==> src/core/msi_pkg.sv <==
`default_nettype none
package msi_pkg;
	// Register byte offsets
	localparam logic [11:0] CTRL_OFS = 12'h000;
	localparam logic [11:0] STAT_OFS = 12'h004;
	localparam logic [11:0] IRQ_STAT_OFS = 12'h008;
	localparam logic [11:0] IRQ_MASK_OFS = 12'h00C;
	// Control register fields
	localparam int CTRL_ERR_CLR_BIT = 0;
	localparam int CTRL_CMD_DONE_BIT = 1;
	localparam int CTRL_CMD_FAIL_BIT = 2;
	// Interrupt event bits
	localparam int IRQ_ESTOP_BIT = 0;
	localparam int IRQ_AMP_BIT = 1;
	localparam int IRQ_OT_BIT = 2;
	localparam int IRQ_CMD_BIT = 3;
	localparam int IRQ_W = 4;
	localparam logic [IRQ_W-1:0] IRQ_MASK_RST = 4'h0;
	localparam int AXES = 2;
	localparam int SW_STANDALONE = 1;
	localparam int SW_W = 4;
endpackage : msi_pkg
`default_nettype wire

==> src/core/msi_indicators.sv <==
`default_nettype none
module msi_indicators (
	input wire logic CLK,
	input wire logic RST,
	input wire logic PSEL,
	input wire logic PENABLE,
	input wire logic PWRITE,
	input wire logic [11:0] PADDR,
	input wire logic [31:0] PWDATA,
	output logic [31:0] PRDATA,
	output logic PREADY,
	output logic PSLVERR,
	input wire logic [msi_pkg::SW_W-1:0] CONFIG_SWITCH,
	input wire logic SYSTEM_FAULT,
	input wire logic BACKUP_BUSY,
	input wire logic [msi_pkg::AXES-1:0] AXIS_PULSING,
	input wire logic [msi_pkg::AXES-1:0] AXIS_DWELL,
	input wire logic [msi_pkg::AXES-1:0] AXIS_STANDBY,
	input wire logic [msi_pkg::AXES-1:0] AXIS_MANUAL,
	input wire logic [msi_pkg::AXES-1:0] JOG_FORWARD_REQUEST,
	input wire logic [msi_pkg::AXES-1:0] JOG_REVERSE_REQUEST,
	input wire logic [msi_pkg::AXES-1:0] FWD_OVERTRAVEL_OK,
	input wire logic [msi_pkg::AXES-1:0] REV_OVERTRAVEL_OK,
	input wire logic [msi_pkg::AXES-1:0] ESTOP_INPUT,
	input wire logic [msi_pkg::AXES-1:0] AMPLIFIER_OK_INPUT,
	input wire logic [msi_pkg::AXES-1:0] CMD_DONE,
	input wire logic [msi_pkg::AXES-1:0] CMD_FAIL,
	input wire logic ERROR_CLEAR,
	output logic [msi_pkg::AXES-1:0] MOTION_ENABLE,
	output logic SUPPLY_PRESENT_INDICATOR,
	output logic MODULE_HEALTHY_INDICATOR,
	output logic SOFTWARE_HEALTHY_INDICATOR,
	output logic BACKUP_WRITE_INDICATOR,
	output logic RUNNING_INDICATOR,
	output logic IDLE_AXIS_INDICATOR,
	output logic HAND_OPERATION_INDICATOR,
	output logic JOG_INDICATOR,
	output logic COMMAND_FAULT_INDICATOR,
	output logic OVERTRAVEL_INDICATOR,
	output logic EMERGENCY_HALT_INDICATOR,
	output logic AMPLIFIER_FAULT_INDICATOR,
	output logic STANDALONE_INDICATOR,
	output logic IRQ
);
	logic [msi_pkg::AXES-1:0] estop_latch;
	logic [msi_pkg::AXES-1:0] amp_latch;
	logic [msi_pkg::AXES-1:0] ot_latch;
	logic [msi_pkg::AXES-1:0] cmd_err;
	logic [msi_pkg::AXES-1:0] ot_open;
	logic [msi_pkg::AXES-1:0] jog_any;
	logic [msi_pkg::IRQ_W-1:0] irq_stat;
	logic [msi_pkg::IRQ_W-1:0] irq_mask;
	logic [msi_pkg::IRQ_W-1:0] irq_event;
	logic [msi_pkg::IRQ_W-1:0] w1c;
	logic [msi_pkg::AXES-1:0] sw_done;
	logic [msi_pkg::AXES-1:0] sw_fail;
	logic standalone;
	logic clear_req;
	logic sw_clear;
	logic wr_en;
	logic rd_en;
	logic addr_ok;
	logic any_fault;

	function automatic logic reg_hit(input logic [11:0] a);
		reg_hit = (a == msi_pkg::CTRL_OFS) || (a == msi_pkg::STAT_OFS) ||
			(a == msi_pkg::IRQ_STAT_OFS) || (a == msi_pkg::IRQ_MASK_OFS);
	endfunction : reg_hit

	// Zero-wait-state slave; unmapped addresses answer with an error
	assign addr_ok = reg_hit(PADDR);
	assign PREADY = 1'b1;
	assign PSLVERR = PSEL && PENABLE && !addr_ok;
	assign wr_en = PSEL && PENABLE && PWRITE && addr_ok;
	assign rd_en = PSEL && !PENABLE && !PWRITE;

	// Software clear and command results arrive as one-cycle write pulses
	assign sw_clear = wr_en && (PADDR == msi_pkg::CTRL_OFS) &&
		PWDATA[msi_pkg::CTRL_ERR_CLR_BIT];
	assign clear_req = ERROR_CLEAR || sw_clear;
	assign w1c = (wr_en && PADDR == msi_pkg::IRQ_STAT_OFS) ?
		PWDATA[msi_pkg::IRQ_W-1:0] : '0;

	generate
		for (genvar i = 0; i < msi_pkg::AXES; i++) begin : g_axis
			assign sw_done[i] = wr_en && (PADDR == msi_pkg::CTRL_OFS) &&
				PWDATA[msi_pkg::CTRL_CMD_DONE_BIT + 8*i];
			assign sw_fail[i] = wr_en && (PADDR == msi_pkg::CTRL_OFS) &&
				PWDATA[msi_pkg::CTRL_CMD_FAIL_BIT + 8*i];
			assign ot_open[i] = !FWD_OVERTRAVEL_OK[i] ||
				!REV_OVERTRAVEL_OK[i];
			assign jog_any[i] = JOG_FORWARD_REQUEST[i] ||
				JOG_REVERSE_REQUEST[i];

			// Halt latch set while stop is off, freed only by a clear
			always_ff @(posedge CLK) begin
				if (RST) begin
					estop_latch[i] <= 1'b0;
				end else if (!ESTOP_INPUT[i]) begin
					estop_latch[i] <= 1'b1;
				end else if (clear_req) begin
					estop_latch[i] <= 1'b0;
				end
			end

			always_ff @(posedge CLK) begin
				if (RST) begin
					amp_latch[i] <= 1'b0;
				end else if (!AMPLIFIER_OK_INPUT[i]) begin
					amp_latch[i] <= 1'b1;
				end else if (clear_req) begin
					amp_latch[i] <= 1'b0;
				end
			end

			// Overtravel fault survives the lamp going dark
			always_ff @(posedge CLK) begin
				if (RST) begin
					ot_latch[i] <= 1'b0;
				end else if (ot_open[i]) begin
					ot_latch[i] <= 1'b1;
				end else if (clear_req) begin
					ot_latch[i] <= 1'b0;
				end
			end

			// A new failure wins over a simultaneous success or clear
			always_ff @(posedge CLK) begin
				if (RST) begin
					cmd_err[i] <= 1'b0;
				end else if (CMD_FAIL[i] || sw_fail[i]) begin
					cmd_err[i] <= 1'b1;
				end else if (CMD_DONE[i] || sw_done[i] || clear_req) begin
					cmd_err[i] <= 1'b0;
				end
			end

			assign MOTION_ENABLE[i] = !estop_latch[i] && !amp_latch[i] &&
				!ot_latch[i];
		end
	endgenerate

	// Strap sampled by a clocked process, never by the reset itself
	always_ff @(posedge CLK) begin
		if (RST) begin
			standalone <= 1'b0;
		end else begin
			standalone <= CONFIG_SWITCH[msi_pkg::SW_STANDALONE];
		end
	end

	assign any_fault = SYSTEM_FAULT || (|estop_latch) || (|amp_latch) ||
		(|ot_latch) || (|cmd_err);

	always_ff @(posedge CLK) begin
		if (RST) begin
			SUPPLY_PRESENT_INDICATOR <= 1'b0;
			MODULE_HEALTHY_INDICATOR <= 1'b0;
			SOFTWARE_HEALTHY_INDICATOR <= 1'b0;
			BACKUP_WRITE_INDICATOR <= 1'b0;
			RUNNING_INDICATOR <= 1'b0;
			IDLE_AXIS_INDICATOR <= 1'b0;
			HAND_OPERATION_INDICATOR <= 1'b0;
			JOG_INDICATOR <= 1'b0;
			COMMAND_FAULT_INDICATOR <= 1'b0;
			OVERTRAVEL_INDICATOR <= 1'b0;
			EMERGENCY_HALT_INDICATOR <= 1'b0;
			AMPLIFIER_FAULT_INDICATOR <= 1'b0;
			STANDALONE_INDICATOR <= 1'b0;
		end else begin
			SUPPLY_PRESENT_INDICATOR <= 1'b1;
			MODULE_HEALTHY_INDICATOR <= !any_fault;
			SOFTWARE_HEALTHY_INDICATOR <= !(SYSTEM_FAULT ||
				(|cmd_err) || (|estop_latch) || (|amp_latch));
			BACKUP_WRITE_INDICATOR <= BACKUP_BUSY;
			RUNNING_INDICATOR <= |(AXIS_PULSING & ~AXIS_DWELL);
			IDLE_AXIS_INDICATOR <= |AXIS_STANDBY;
			HAND_OPERATION_INDICATOR <= |AXIS_MANUAL;
			JOG_INDICATOR <= |jog_any;
			COMMAND_FAULT_INDICATOR <= |cmd_err;
			OVERTRAVEL_INDICATOR <= |ot_open;
			EMERGENCY_HALT_INDICATOR <= |(~ESTOP_INPUT);
			AMPLIFIER_FAULT_INDICATOR <= |(~AMPLIFIER_OK_INPUT);
			STANDALONE_INDICATOR <= standalone;
		end
	end

	assign irq_event = {|(CMD_FAIL | sw_fail), |ot_open,
		|(~AMPLIFIER_OK_INPUT), |(~ESTOP_INPUT)};

	// Set beats write-one-to-clear in the same cycle
	always_ff @(posedge CLK) begin
		if (RST) begin
			irq_stat <= '0;
		end else begin
			irq_stat <= (irq_stat & ~w1c) | irq_event;
		end
	end

	always_ff @(posedge CLK) begin
		if (RST) begin
			irq_mask <= msi_pkg::IRQ_MASK_RST;
		end else if (wr_en && PADDR == msi_pkg::IRQ_MASK_OFS) begin
			irq_mask <= PWDATA[msi_pkg::IRQ_W-1:0];
		end
	end

	assign IRQ = |(irq_stat & irq_mask);

	// Read data captured in setup so it is stable through the access phase
	always_ff @(posedge CLK) begin
		if (RST) begin
			PRDATA <= '0;
		end else if (rd_en) begin
			unique case (PADDR)
				msi_pkg::STAT_OFS: PRDATA <= {16'h0000,
					6'h00, standalone, |ot_latch, cmd_err, amp_latch,
					estop_latch, MOTION_ENABLE};
				msi_pkg::IRQ_STAT_OFS: PRDATA <= {28'h0000000, irq_stat};
				msi_pkg::IRQ_MASK_OFS: PRDATA <= {28'h0000000, irq_mask};
				default: PRDATA <= '0;
			endcase
		end
	end

	// Halt checks watch axis A and amplifier checks axis B; the other
	// axis is the same generate copy, so one of each is enough
	estop_hold_a: assert property (@(posedge CLK)
		disable iff (RST) estop_latch[0] && ESTOP_INPUT[0] &&
		!clear_req |=> estop_latch[0])
		else $error("halt latch released without clear");
	halt_release_a: assert property (@(posedge CLK)
		disable iff (RST) clear_req && ESTOP_INPUT[0]
		|=> !estop_latch[0])
		else $error("halt latch kept after clear");
	estop_set_a: assert property (@(posedge CLK)
		disable iff (RST) !ESTOP_INPUT[0]
		|=> !MOTION_ENABLE[0] && EMERGENCY_HALT_INDICATOR)
		else $error("motion allowed during stop");
	halt_lamp_off_a: assert property (@(posedge CLK)
		disable iff (RST) (&ESTOP_INPUT)
		|=> !EMERGENCY_HALT_INDICATOR)
		else $error("halt lamp lit with stop input on");
	amp_block_a: assert property (@(posedge CLK)
		disable iff (RST) !AMPLIFIER_OK_INPUT[1] |=> !MOTION_ENABLE[1]
		##1 (!MOTION_ENABLE[1] || $past(clear_req)))
		else $error("motion allowed after amp fault");
	amp_hold_a: assert property (@(posedge CLK)
		disable iff (RST) amp_latch[1] && !clear_req
		|=> !MOTION_ENABLE[1])
		else $error("amp latch released without clear");
	amp_lamp_a: assert property (@(posedge CLK)
		disable iff (RST) $rose(AMPLIFIER_OK_INPUT[1]) &&
		AMPLIFIER_OK_INPUT[0] |=> !AMPLIFIER_FAULT_INDICATOR)
		else $error("amp lamp stuck");
	amp_fault_lamp_a: assert property (@(posedge CLK)
		disable iff (RST) !AMPLIFIER_OK_INPUT[1]
		|=> AMPLIFIER_FAULT_INDICATOR)
		else $error("amp lamp dark with amplifier not ready");
	run_dwell_a: assert property (@(posedge CLK)
		disable iff (RST) AXIS_DWELL[1] &&
		!(AXIS_PULSING[0] && !AXIS_DWELL[0]) |=> !RUNNING_INDICATOR)
		else $error("running lamp lit during dwell");
	run_lamp_a: assert property (@(posedge CLK)
		disable iff (RST) AXIS_PULSING[1] && !AXIS_DWELL[1]
		|=> RUNNING_INDICATOR)
		else $error("running lamp dark while pulsing");
	run_idle_a: assert property (@(posedge CLK)
		disable iff (RST) !(|AXIS_PULSING)
		|=> !RUNNING_INDICATOR)
		else $error("running lamp lit with no pulses");
	jog_lamp_a: assert property (@(posedge CLK)
		disable iff (RST) JOG_REVERSE_REQUEST[0]
		|=> JOG_INDICATOR)
		else $error("jog lamp dark");
	jog_fwd_a: assert property (@(posedge CLK)
		disable iff (RST) JOG_FORWARD_REQUEST[1]
		|=> JOG_INDICATOR)
		else $error("jog lamp dark on forward request");
	jog_off_a: assert property (@(posedge CLK)
		disable iff (RST) !(|JOG_FORWARD_REQUEST) &&
		!(|JOG_REVERSE_REQUEST) |=> !JOG_INDICATOR)
		else $error("jog lamp lit with no request");
	ot_lamp_a: assert property (@(posedge CLK)
		disable iff (RST) (&FWD_OVERTRAVEL_OK) && (&REV_OVERTRAVEL_OK)
		|=> !OVERTRAVEL_INDICATOR)
		else $error("overtravel lamp stuck");
	ot_on_a: assert property (@(posedge CLK)
		disable iff (RST) !FWD_OVERTRAVEL_OK[0] ||
		!REV_OVERTRAVEL_OK[1] |=> OVERTRAVEL_INDICATOR)
		else $error("overtravel lamp dark with input off");
	ot_hold_a: assert property (@(posedge CLK)
		disable iff (RST) ot_latch[0] && !clear_req
		|=> ot_latch[0])
		else $error("overtravel fault forgotten without clear");
	cmd_clear_a: assert property (@(posedge CLK)
		disable iff (RST) ERROR_CLEAR && !(|CMD_FAIL) && !(|sw_fail)
		|=> ##1 !COMMAND_FAULT_INDICATOR)
		else $error("cmd fault not cleared");
	cmd_done_a: assert property (@(posedge CLK)
		disable iff (RST) CMD_DONE[0] && !CMD_FAIL[0] && !sw_fail[0]
		|=> !cmd_err[0])
		else $error("cmd fault kept after good command");
	cmd_fail_a: assert property (@(posedge CLK)
		disable iff (RST) CMD_FAIL[1]
		|=> ##1 COMMAND_FAULT_INDICATOR)
		else $error("cmd fault lamp dark after failure");
	healthy_lamp_a: assert property (@(posedge CLK)
		disable iff (RST) any_fault
		|=> !MODULE_HEALTHY_INDICATOR)
		else $error("healthy lamp lit with fault");
	sw_healthy_a: assert property (@(posedge CLK)
		disable iff (RST) SYSTEM_FAULT
		|=> !SOFTWARE_HEALTHY_INDICATOR)
		else $error("software lamp lit with system fault");
	backup_lamp_a: assert property (@(posedge CLK)
		disable iff (RST) BACKUP_BUSY
		|=> BACKUP_WRITE_INDICATOR)
		else $error("backup lamp dark while storing");
	backup_off_a: assert property (@(posedge CLK)
		disable iff (RST) !BACKUP_BUSY
		|=> !BACKUP_WRITE_INDICATOR)
		else $error("backup lamp lit after storing");
	idle_lamp_a: assert property (@(posedge CLK)
		disable iff (RST) AXIS_STANDBY[0]
		|=> IDLE_AXIS_INDICATOR)
		else $error("idle lamp dark while standing by");
	hand_off_a: assert property (@(posedge CLK)
		disable iff (RST) !(|AXIS_MANUAL)
		|=> !HAND_OPERATION_INDICATOR)
		else $error("hand lamp lit after manual cancelled");
	standalone_lamp_a: assert property (@(posedge CLK)
		disable iff (RST) CONFIG_SWITCH[msi_pkg::SW_STANDALONE] ##1
		CONFIG_SWITCH[msi_pkg::SW_STANDALONE] |=> STANDALONE_INDICATOR)
		else $error("standalone lamp dark");
endmodule : msi_indicators
`default_nettype wire

==> config.mk <==
export PLATFORM = sky130hd
export DESIGN_NAME = msi_indicators
export DESIGN_NICKNAME = d
export VERILOG_FILES = /design/src/core/msi_pkg.sv /design/src/core/msi_indicators.sv
export SDC_FILE = /design/constraint.sdc
export NUM_CORES = 1
export LEC_CHECK = 0
export ABC_AREA = 1
export ABC_CLOCK_PERIOD_IN_PS = 2230
export BUFFER_PORTS_ARGS = -buffer_cell sky130_fd_sc_hd__buf_2
export CORE_ASPECT_RATIO = 0.5
export CORE_MARGIN = 2
export CORE_UTILIZATION = 45
export DETAILED_ROUTE_END_ITERATION = 6
export GPL_TIMING_DRIVEN = 0
export PLACE_DENSITY = 0.86
export SLEW_MARGIN = 20
export SYNTH_ARGS = -nofsm -noshare
export SYNTH_HDL_FRONTEND = slang
export SYNTH_SLANG_ARGS = --single-unit
==> constraint.sdc <==
create_clock -name CLK -period 2.23 [get_ports CLK]
set_clock_uncertainty 0.05 [all_clocks]
set_input_delay 0.669 -clock CLK [delete_from_list [all_inputs] [get_ports CLK]]
set_output_delay 0.669 -clock CLK [all_outputs]
set_load 0.03 [all_outputs]
After elaboration in Yosys (flattened, before gate mapping). Index checks and enable logic that the tools add are counted.

Equal/unequal tests: 7. Multiplexer cells: 14. Bitwise gates (word level): 9. Reductions and logical operators: 72.

Operators with widths (count): $pmux 10 s3 (1); $eq 12x4->1 const B (2); $reduce_or 2->1 (12); $logic_or 1x1->1 (21); $logic_and 1x1->1 (18); $logic_not 1->1 (15); $eq 12x3->1 const B (1); $logic_not 12->1 (1); $mux 1 (12); $and 4x4->4 (2); $ne 2x1->1 const B (4); $reduce_bool 2->1 (4); $not 2->2 (3); $mux 4 (1); $not 4->4 (1); $or 4x4->4 (1); $reduce_or 4->1 (1); $and 2x2->2 (1); $or 2x2->2 (1).

Flip-flop bits (word level): 62. Bits of input ports: 80. Output and inout bits: 50. Word-level logic and storage cells: 127.

Depth between registers and ports, before layout. Gate-level depths: netlist of run 1.

Depth in word-level cells: 11. Mapped depth: 8. Mapped depth without buffers: 8.

Worst setup path before layout of run 1. No wires, ideal clock.

Kind: input -> output. From: input port PADDR[11]. To: output port PSLVERR. Arrival time: 1480 ps. Required time: 1511 ps. Path slack: 31 ps. Cell stages on the path: 5. Path buffers: 1. Cells stage by stage: nor2_1 nand2_1 nor2_4 buf_6 a21oi_1.

Longest elaborated chain between the ends: 6. Elaborated cells on any way between the ends: 9. Classes of those cells: 3 x eq/ne; 6 x reduce/logical.

Ends and longest elaborated chain: start, declared (RTL line msi_indicators.sv:8) `input wire logic [11:0] PADDR,`; $eq 12x3->1 / $logic_not 12->1 (equally long branches) (RTL line msi_indicators.sv:66) `reg_hit = (a == msi_pkg::CTRL_OFS) || (a == msi_pkg::STAT_OFS) ||`; $logic_or 1x1->1 (2 in a row) (RTL line msi_indicators.sv:66); $logic_or 1x1->1 (*) (RTL line msi_indicators.sv:67) `(a == msi_pkg::IRQ_STAT_OFS) || (a == msi_pkg::IRQ_MASK_OFS);`; $logic_not 1->1 (*) (RTL line msi_indicators.sv:73) `assign PSLVERR = PSEL && PENABLE && !addr_ok;`; $logic_and 1x1->1 (*) (RTL line msi_indicators.sv:73); end, declared (RTL line msi_indicators.sv:12) `output logic PSLVERR,`.

Every way passes the cells marked *; elsewhere a longest branch is shown, timed or not.

Worst setup path in the final report of run 1. Ends and elaborated chain as after synthesis.

==> results of run 1 <==
-- worst reg2reg max path, stage by stage, from the launching register on --
cell and delay, ns:
dfxtp_1 0.33, or2_2 0.31, nor2_1 0.16, nand3_1 0.10
nand3_1 0.13, nand2_1 0.07, a21oi_2 0.11
-- layout make-up --
cell class,count,area share
inverters,29,0.0419
clock buffers,6,0.0318
well taps,54,0.0260
repair buffers,78,0.153
multi-input cells,178,0.341
flip-flops and latches,40,0.308
clock inverters,2,0.0149
plain buffers,30,0.0833
-- logic make-up (layout without fill, tap and decap cells) --
logic type / after synthesis / in the layout / share of synthesized area
flip-flops: 40 / 40 / 0.416
other: 2 / 23 / 0.00390
AO/OA/AOI/OAI: 36 / 36 / 0.106
AND/OR/NAND/NOR: 119 / 119 / 0.305
buffers and inverters: 59 / 145 / 0.169
-- routing by layer --
metal / GRT usage / part of all wire / vias up
met5: 0 / 0 / -
met4: 0.0657 / 0.0060 / 0
met3: 0.0586 / 0.11 / 4
met2: 0.354 / 0.46 / 131
met1: 0.283 / 0.43 / 877
li1: - / - / 993
-- stage by stage --
step,TNS [ns],std cells,setup WS [ns]
2_1_floorplan,0,277,0.0309
3_3_place_gp,-0.101,407,-0.101
3_5_place_dp,-0.145,407,-0.145
4_1_cts,0,416,0.00576
5_1_grt,0,417,0.00825
6_report,0,417,0.0689
-- power by group through the flow --
stage / clock, uW / combinational, uW / sequential, uW
after floorplan: 0 / 167 / 815
after global placement: 0 / 287 / 782
after detailed placement: 0 / 293 / 783
after CTS: 645 / 295 / 767
after global routing: 670 / 323 / 771
final: 635 / 300 / 767
-- state kept, by name (all words and copies together) (netlist names), 2 cells and up --
| name | count |
|---|---|
| PRDATA | 10 |
| irq_mask | 4 |
| irq_stat | 4 |
| amp_latch | 2 |
| cmd_err | 2 |
| estop_latch | 2 |
| ot_latch | 2 |
-- cells in the mapped netlist --
cell type,n
nand3_2,1
inv_1,27
nor2_2,1
nand4_1,5
nand3b_1,1
buf_6,2
o211a_1,1
nor4_2,1
clkbuf_1,3
nand2_2,1
buf_4,23
conb_1,2
nand2_1,38
dfxtp_1,40
o21ai_0,9
a21oi_1,19
or2_2,1
nand4_2,1
nor3_4,3
buf_2,2
o22ai_1,1
a21oi_2,5
inv_2,2
nand3_1,28
nor2_4,2
and2_1,1
nor3_1,1
o21ai_1,1
nor4_1,1
nor2_1,33
-- worst max path at each step --
stage / startpoint / end / depth (start not counted)
2_1_floorplan: PADDR[11] / PSLVERR / 5
6_report: PADDR[11] / PSLVERR / 7
4_1_cts: PADDR[5] / PSLVERR / 7
3_5_place_dp: PADDR[11] / PSLVERR / 7
5_1_grt: PADDR[11] / PSLVERR / 7
3_3_place_gp: PADDR[11] / PSLVERR / 7
-- repair_timing --
| action | in CTS | in global routing |
|---|---|---|
| resized for setup | 0 | 3 |
| pin swaps | 1 | 2 |
| setup endpoints to repair | 1 | 1 |
| buffers inserted | 1 | 1 |
| gates cloned | 0 | 0 |
==> flow_metrics.tcl, run 1 <==
set metrics [dict create \
    ios 130 \
    p_per_area_mw_per_mm2 655 \
    drive_gt1_frac 0.361 \
    antenna_cells 0 \
    die_h_um 50.3 \
    whs_endpoint "STANDALONE_INDICATOR" \
    cp_max_fo 2 \
    ys_seq_area_frac 0.416 \
    whs_ns 0.392 \
    layout_commonest_cell "buf_2" \
    vias 2005 \
    yosysUniqueCellTypes 30 \
    cp_top_family "buffers and inverters" \
    drc 0 \
    finalPower_uw 1700 \
    area_growth_pct 34.8 \
    maxSlewViolCount 0 \
    mostFrequentLayoutCells "buf_2 (77), dfxtp_1 (40), nand2_1 (38)" \
    routedWlPerCell_um 12.4 \
    num-nets-final 442 \
    min_period_ns 2.16 \
    min_path_type "register to register" \
    antenna_found_initial 0 \
    crit_chain "buf_2, nor2_1, nand2_1, nor2_4, buf_6, a21oi_1, buf_4" \
    multiInputGateArea_sq_um 885 \
    p_sw_frac 0.284 \
    maxCapViolations 0 \
    reg2reg_to "PRDATA[0]" \
    worstSkewPairLatency_ns 0.30 \
    grt_start_max_net_pins 14 \
    cts_max_level 2 \
    p_int_uw 1220 \
    crit_buf_inv 3 \
    finish.instance_area_sq_mm 0.00260 \
    die_width_um 96.5 \
    overflow 0 \
    worst-setup-path-type "input port to primary output" \
    leakage_uw 0.00136 \
    drt_iter0_drc 169 \
    grt_use_total 0.217 \
    gp_congestion 0.897 \
    placed_area_sq_mm 0.00245 \
    ff2ff_setup_slack_ns 0.90 \
    status "finished, final reports clean" \
    synthCells 256 \
    holdPathStages 2 \
    setup_viol 0 \
    synth_warnings 0 \
    die-area_sq_mm 0.00485 \
    post-route-util 0.649 \
    clockPowerShare 0.373 \
    rsz0062_at_grt "no" \
    cts-root-buf "clkbuf_8" \
    power_frac_seq 0.451 \
    fmax_mhz 463 \
    dpl.hpwl_um 4010 \
    drt_first_pass_iters 5 \
    start_util 0.481 \
    cts_tree "built" \
    min-delay-start "standalone" \
    synth_top_cell_by_area "dfxtp_1" \
    critPathRequiredTime_ns 1.51 \
    hold_violations 0 \
    ant_nets 0 \
    ys_ff_latch 40 \
    yosysTopAreaCellShare 0.416 \
    synth_area_leaders "dfxtp_1 (42%), buf_4 (9.0%), nand2_1 (7.4%), nand3_1 (7.3%), nor2_1 (6.4%)" \
    numCtsBuffers 5 \
    critPathLaunchType "input port" \
    grt_first_pass_wirelength_um 7980 \
    synth_area_sq_mm 0.00193 \
    routed_via_density 4.81 \
    n_fill_cell 352 \
    worst_setup_path_end_kind "primary output" \
    clock_sinks 40 \
    cts_buffer_depth 2 \
    regArea_sq_um 801 \
    arrival_ns 1.44 \
    wl_um 5150 \
    switchingPower_uw 484 \
    r2r-start "amp_latch[0]" \
    syn_avg_cell_area_sq_um 7.53 \
    combinationalPowerShare 0.176 \
    holdBufCountCts 0 \
    num_rows 16 \
    fp.coreArea_sq_mm 0.00400 \
    slowest_stage "buf_4" \
    period_share 0.969 \
    slowest_delay_ns 0.17 \
    grt_pass1_vias 1801 \
    port_buffers 76 \
    ir_drop_mv 0.459 \
    clkSlewWorstSetupHoldPaths_ns 0.08 \
    ff2ff_path_depth 6 \
]
No activity file was read; power rests on OpenSTA's default activity.
==> run 2: changes to the inputs <==
Settings changed: CELL_PAD_IN_SITES_DETAIL_PLACEMENT set to 0, CELL_PAD_IN_SITES_GLOBAL_PLACEMENT set to 1, CORE_UTILIZATION 45 to 31, CTS_BUF_LIST set to sky130_fd_sc_hd__clkbuf_4, PLACE_DENSITY 0.86 to not set, PLACE_DENSITY_LB_ADDON set to 0.1.
==> flow_metrics.tcl, run 2 (synthesis gave the netlist of run 1 again) <==
set metrics [dict create \
    grt_use_total 0.149 \
    grt_pass1_vias 1691 \
    cts_max_level 2 \
    drt_first_pass_iters 4 \
    routedWlPerCell_um 11.0 \
    finish.instance_area_sq_mm 0.00257 \
    critPathLaunchType "input port" \
    clock_sinks 40 \
    ant_nets 0 \
    worst-setup-path-type "input port to primary output" \
    p_per_area_mw_per_mm2 559 \
    fmax_mhz 469 \
    wl_um 4960 \
    ir_drop_mv 0.203 \
    die_h_um 59.8 \
    vias 1909 \
    gp_congestion 0.880 \
    worst_setup_path_end_kind "primary output" \
    regMostFlops "PRDATA" \
    min_path_type "register to register" \
    clkSlewWorstSetupHoldPaths_ns 0.11 \
    port_buffers 76 \
    fp.coreArea_sq_mm 0.00603 \
    dpl.hpwl_um 3950 \
    num_rows 20 \
    maxSlewViolCount 0 \
    worstSkewPairLatency_ns 0.34 \
    antenna_found_initial 0 \
    n_fill_cell 650 \
    multiInputGateArea_sq_um 885 \
    whs_ns 0.387 \
    reg_top3 "PRDATA: 10 flops, irq_mask: 4 flops, irq_stat: 4 flops" \
    regArea_sq_um 801 \
    antenna_cells 0 \
    die_width_um 115 \
    leakage_uw 0.00133 \
    slowest_delay_ns 0.18 \
    drc 0 \
    drt_iter0_drc 63 \
    critPathRequiredTime_ns 1.51 \
    largest_reg_flops 10 \
    routed_via_density 4.23 \
    hold_violations 0 \
    numCtsBuffers 5 \
    grt_start_max_net_pins 12 \
    layout_commonest_cell "buf_2" \
    cts-root-buf "clkbuf_4" \
    fin_tns_setup_ns 0 \
    ff2ff_setup_slack_ns 0.93 \
    area_growth_pct 33.6 \
    die-area_sq_mm 0.00690 \
    placed_area_sq_mm 0.00250 \
    holdBufCountCts 0 \
    cts_buffer_depth 2 \
    cts_tree "built" \
    overflow 0 \
    finalPower_uw 1440 \
    grt_first_pass_wirelength_um 7770 \
    cp_max_fo 2 \
    ios 130 \
    setup_viol 0 \
    mostFrequentLayoutCells "buf_2 (77), dfxtp_1 (40), nand2_1 (38)" \
    min_period_ns 2.13 \
    arrival_ns 1.41 \
    num-nets-final 442 \
    period_share 0.956 \
    start_util 0.320 \
    maxCapViolations 0 \
    rsz0062_at_grt "no" \
    drive_gt1_frac 0.358 \
    crit_chain "buf_2, nor2_1, nand2_1, nor2_4, buf_6, a21oi_1, clkbuf_4" \
    slowest_stage "clkbuf_4" \
    status "finished, final reports clean" \
]
## run 2: what timing repair did
action	CTS	global route
pin swaps	1	0
cloned	0	0
gates resized for setup	0	2
hold endpoints to repair	0	0
endpoints found under the setup margin	1	1
buffers inserted	1	1
## run 2: per-layer routing
metal	share of wire	GRT usage	up-vias
met2	0.41	0.235	94
met5	0	0	-
li1	-	-	992
met3	0.11	0.0446	5
met1	0.47	0.198	818
met4	0.0091	0.0465	0
## run 2: area by class of cell
cell class,count,area share
inverters,29,0.0423
clock buffers,7,0.0204
multi-input cells,178,0.344
repair buffers,78,0.155
well taps,88,0.0428
clock inverters,1,0.00146
plain buffers,30,0.0841
flip-flops and latches,40,0.311
## run 2: stage by stage
stage	util	instances	worst slack, ns
2_1_floorplan	-	277	0.0309
4_1_cts	0.424	450	0.0220
5_1_grt	0.427	451	0.0258
3_3_place_gp	0.414	441	-0.128
6_report	0.427	451	0.0978
3_5_place_dp	0.414	441	-0.161
## run 2: power by group
| part | total, uW | internal, uW | leakage, uW | switching (uW) |
|---|---|---|---|---|
| Clock | 377 | 146 | 0.0000338 | 231 |
| Combinational | 296 | 104 | 0.000967 | 192 |
| Sequential | 766 | 748 | 0.000331 | 18.1 |
| Total | 1440 | 998 | 0.00133 | 441 |
## run 2: worst max-delay path, delay by kind of cell
family / cells / cell delay (ns)
buffers and inverters: 3 / 0.37
AND/OR/NAND/NOR: 3 / 0.31
AO/OA/AOI/OAI: 1 / 0.05
## run 2: final timing paths
check	start	to	cells past startpoint
min	standalone	STANDALONE_INDICATOR	2
max	PADDR[7]	PSLVERR	7
max reg2reg	amp_latch[0]	PRDATA[0]	6
min reg2reg	standalone	STANDALONE_INDICATOR	2
==> run 3: changes to the inputs <==
Settings changed: CELL_PAD_IN_SITES_DETAIL_PLACEMENT 0 to 1, CELL_PAD_IN_SITES_GLOBAL_PLACEMENT 1 to 2, CORE_UTILIZATION 31 to 23.
==> flow_metrics.tcl, run 3 (synthesis gave the netlist of run 1 again) <==
set metrics [dict create \
    wl_um 6020 \
    cts_max_level 2 \
    cts_tree "built" \
    p_sw_frac 0.315 \
    placed_area_sq_mm 0.00253 \
    dpl.hpwl_um 4910 \
    switchingPower_uw 458 \
    worst-setup-path-type "input port to primary output" \
    regMostFlops "PRDATA" \
    die-area_sq_mm 0.00917 \
    crit_buf_inv 3 \
    clkSlewWorstSetupHoldPaths_ns 0.11 \
    die_width_um 133 \
    rsz0062_at_grt "no" \
    drt_iter0_drc 78 \
    ant_nets 0 \
    grt_pass1_vias 1977 \
    crit_chain "buf_2, nor2_1, nand2_1, nor2_4, buf_6, a21oi_1, buf_2" \
    finish.instance_area_sq_mm 0.00260 \
    fp.coreArea_sq_mm 0.00806 \
    die_h_um 68.7 \
    numCtsBuffers 5 \
    grt_use_total 0.136 \
    holdBufCountCts 0 \
    min_period_ns 2.12 \
    grtUsageMet2 0.212 \
    drc 0 \
    period_share 0.950 \
    grtUsageMet3 0.0461 \
    largest_reg_flops 10 \
    arrival_ns 1.40 \
    worst_setup_path_end_kind "primary output" \
    cp_max_fo 2 \
    slew_headroom 0.663 \
    leakage_uw 0.00133 \
    ff2ff_path_depth 4 \
    worst-path-stages 7 \
    clockPowerShare 0.266 \
    crit_top_cell "buf_2" \
    routedWlPerCell_um 12.7 \
    hold_violations 0 \
    busiest_layer "met2" \
    antenna_found_initial 0 \
    worstSkewPairLatency_ns 0.35 \
    holdPathStages 2 \
    maxCapViolations 0 \
    grtUsageMet1 0.180 \
    grt_first_pass_wirelength_um 9540 \
    n_fill_cell 1041 \
    overflow 0 \
    fmax_mhz 472 \
    num-nets-final 442 \
    status "finished, final reports clean" \
    p_per_area_mw_per_mm2 560 \
    grt_start_max_net_pins 12 \
    cts-root-buf "clkbuf_4" \
    setup_viol 0 \
    cts_buffer_depth 2 \
    min_path_type "register to register" \
    slowest_delay_ns 0.17 \
    ir_drop_mv 0.189 \
    critPathRequiredTime_ns 1.51 \
    vias 1949 \
    max_slew.worst_pin.slew_ns 0.506 \
    port_buffers 76 \
    p_int_uw 998 \
    critPathLaunchType "input port" \
    gp_congestion 0.772 \
    drive_gt1_frac 0.358 \
    routed_via_density 4.10 \
    mostFrequentLayoutCells "buf_2 (78), dfxtp_1 (40), nand2_1 (38)" \
    reg_top3 "PRDATA: 10 flops, irq_mask: 4 flops, irq_stat: 4 flops" \
    combinationalPowerShare 0.207 \
    whs_ns 0.385 \
    area_growth_pct 35.1 \
    ios 130 \
    antenna_cells 0 \
    cp_top_family "buffers and inverters" \
    start_util 0.239 \
    power_frac_seq 0.527 \
    maxSlewViolCount 0 \
    drt_first_pass_iters 4 \
    clock_sinks 40 \
    slowest_stage "buf_2" \
    num_rows 23 \
    layout_commonest_cell "buf_2" \
]
## run 3: changes by cell type in the layout (fill, tap and decap cells not counted), sizes merged
cell,before,now
buf,104,105
clkbuf,11,10
## run 3: stage by stage
step	util	TNS, ns	instances	setup WS [ns]	power [uW]
after detailed placement	0.314	-0.147	465	-0.147	1080
after global routing	0.323	0	475	0.00320	1530
after CTS	0.321	0	474	0.0202	1470
after floorplan	-	0	277	0.0309	982
final	0.323	0	475	0.112	1460
after global placement	0.314	-0.147	465	-0.147	1080
## run 3: path summary, 6_finish.rpt
| check | start | to | slack, ns |
|---|---|---|---|
| max | PADDR[7] | PSLVERR | 0.11 |
| min | standalone | STANDALONE_INDICATOR | 0.38 |
| max reg2reg | amp_latch[0] | MODULE_HEALTHY_INDICATOR | 0.92 |
| min reg2reg | standalone | STANDALONE_INDICATOR | 0.38 |
## run 3: area by class of cell
class	instances	area, sq um	area share
clock buffers	7	52.6	0.0202
clock inverters	1	3.75	0.00144
plain buffers	30	216	0.0832
multi-input cells	178	885	0.340
flip-flops and latches	40	801	0.308
repair buffers	78	395	0.152
inverters	29	109	0.0418
well taps	112	140	0.0538
## run 3: timing repair
item,CTS,global route
pin swaps,1,0
gates resized for setup,0,1
setup endpoints to repair,1,1
buffers inserted,1,1
## run 3: worst min-delay path: stages, from the launching register on
cell	delay [ns]
dfxtp_1	0.33
inv_1	0.05
nor2_1	0.03
## run 3: power groups by stage
stage,clock network [uW],registers [uW],logic (uW)
after floorplan,0,815,167
after global placement,0,782,297
after detailed placement,0,783,301
after CTS,402,768,302
after global routing,429,772,332
final,388,767,302
## run 3: layer usage
| metal | up-vias | routed length [um] |
|---|---|---|
| li1 | 991 | - |
| met1 | 875 | 3020 |
| met2 | 79 | 2400 |
| met3 | 4 | 559 |
| met4 | 0 | 46 |
| met5 | - | 0 |
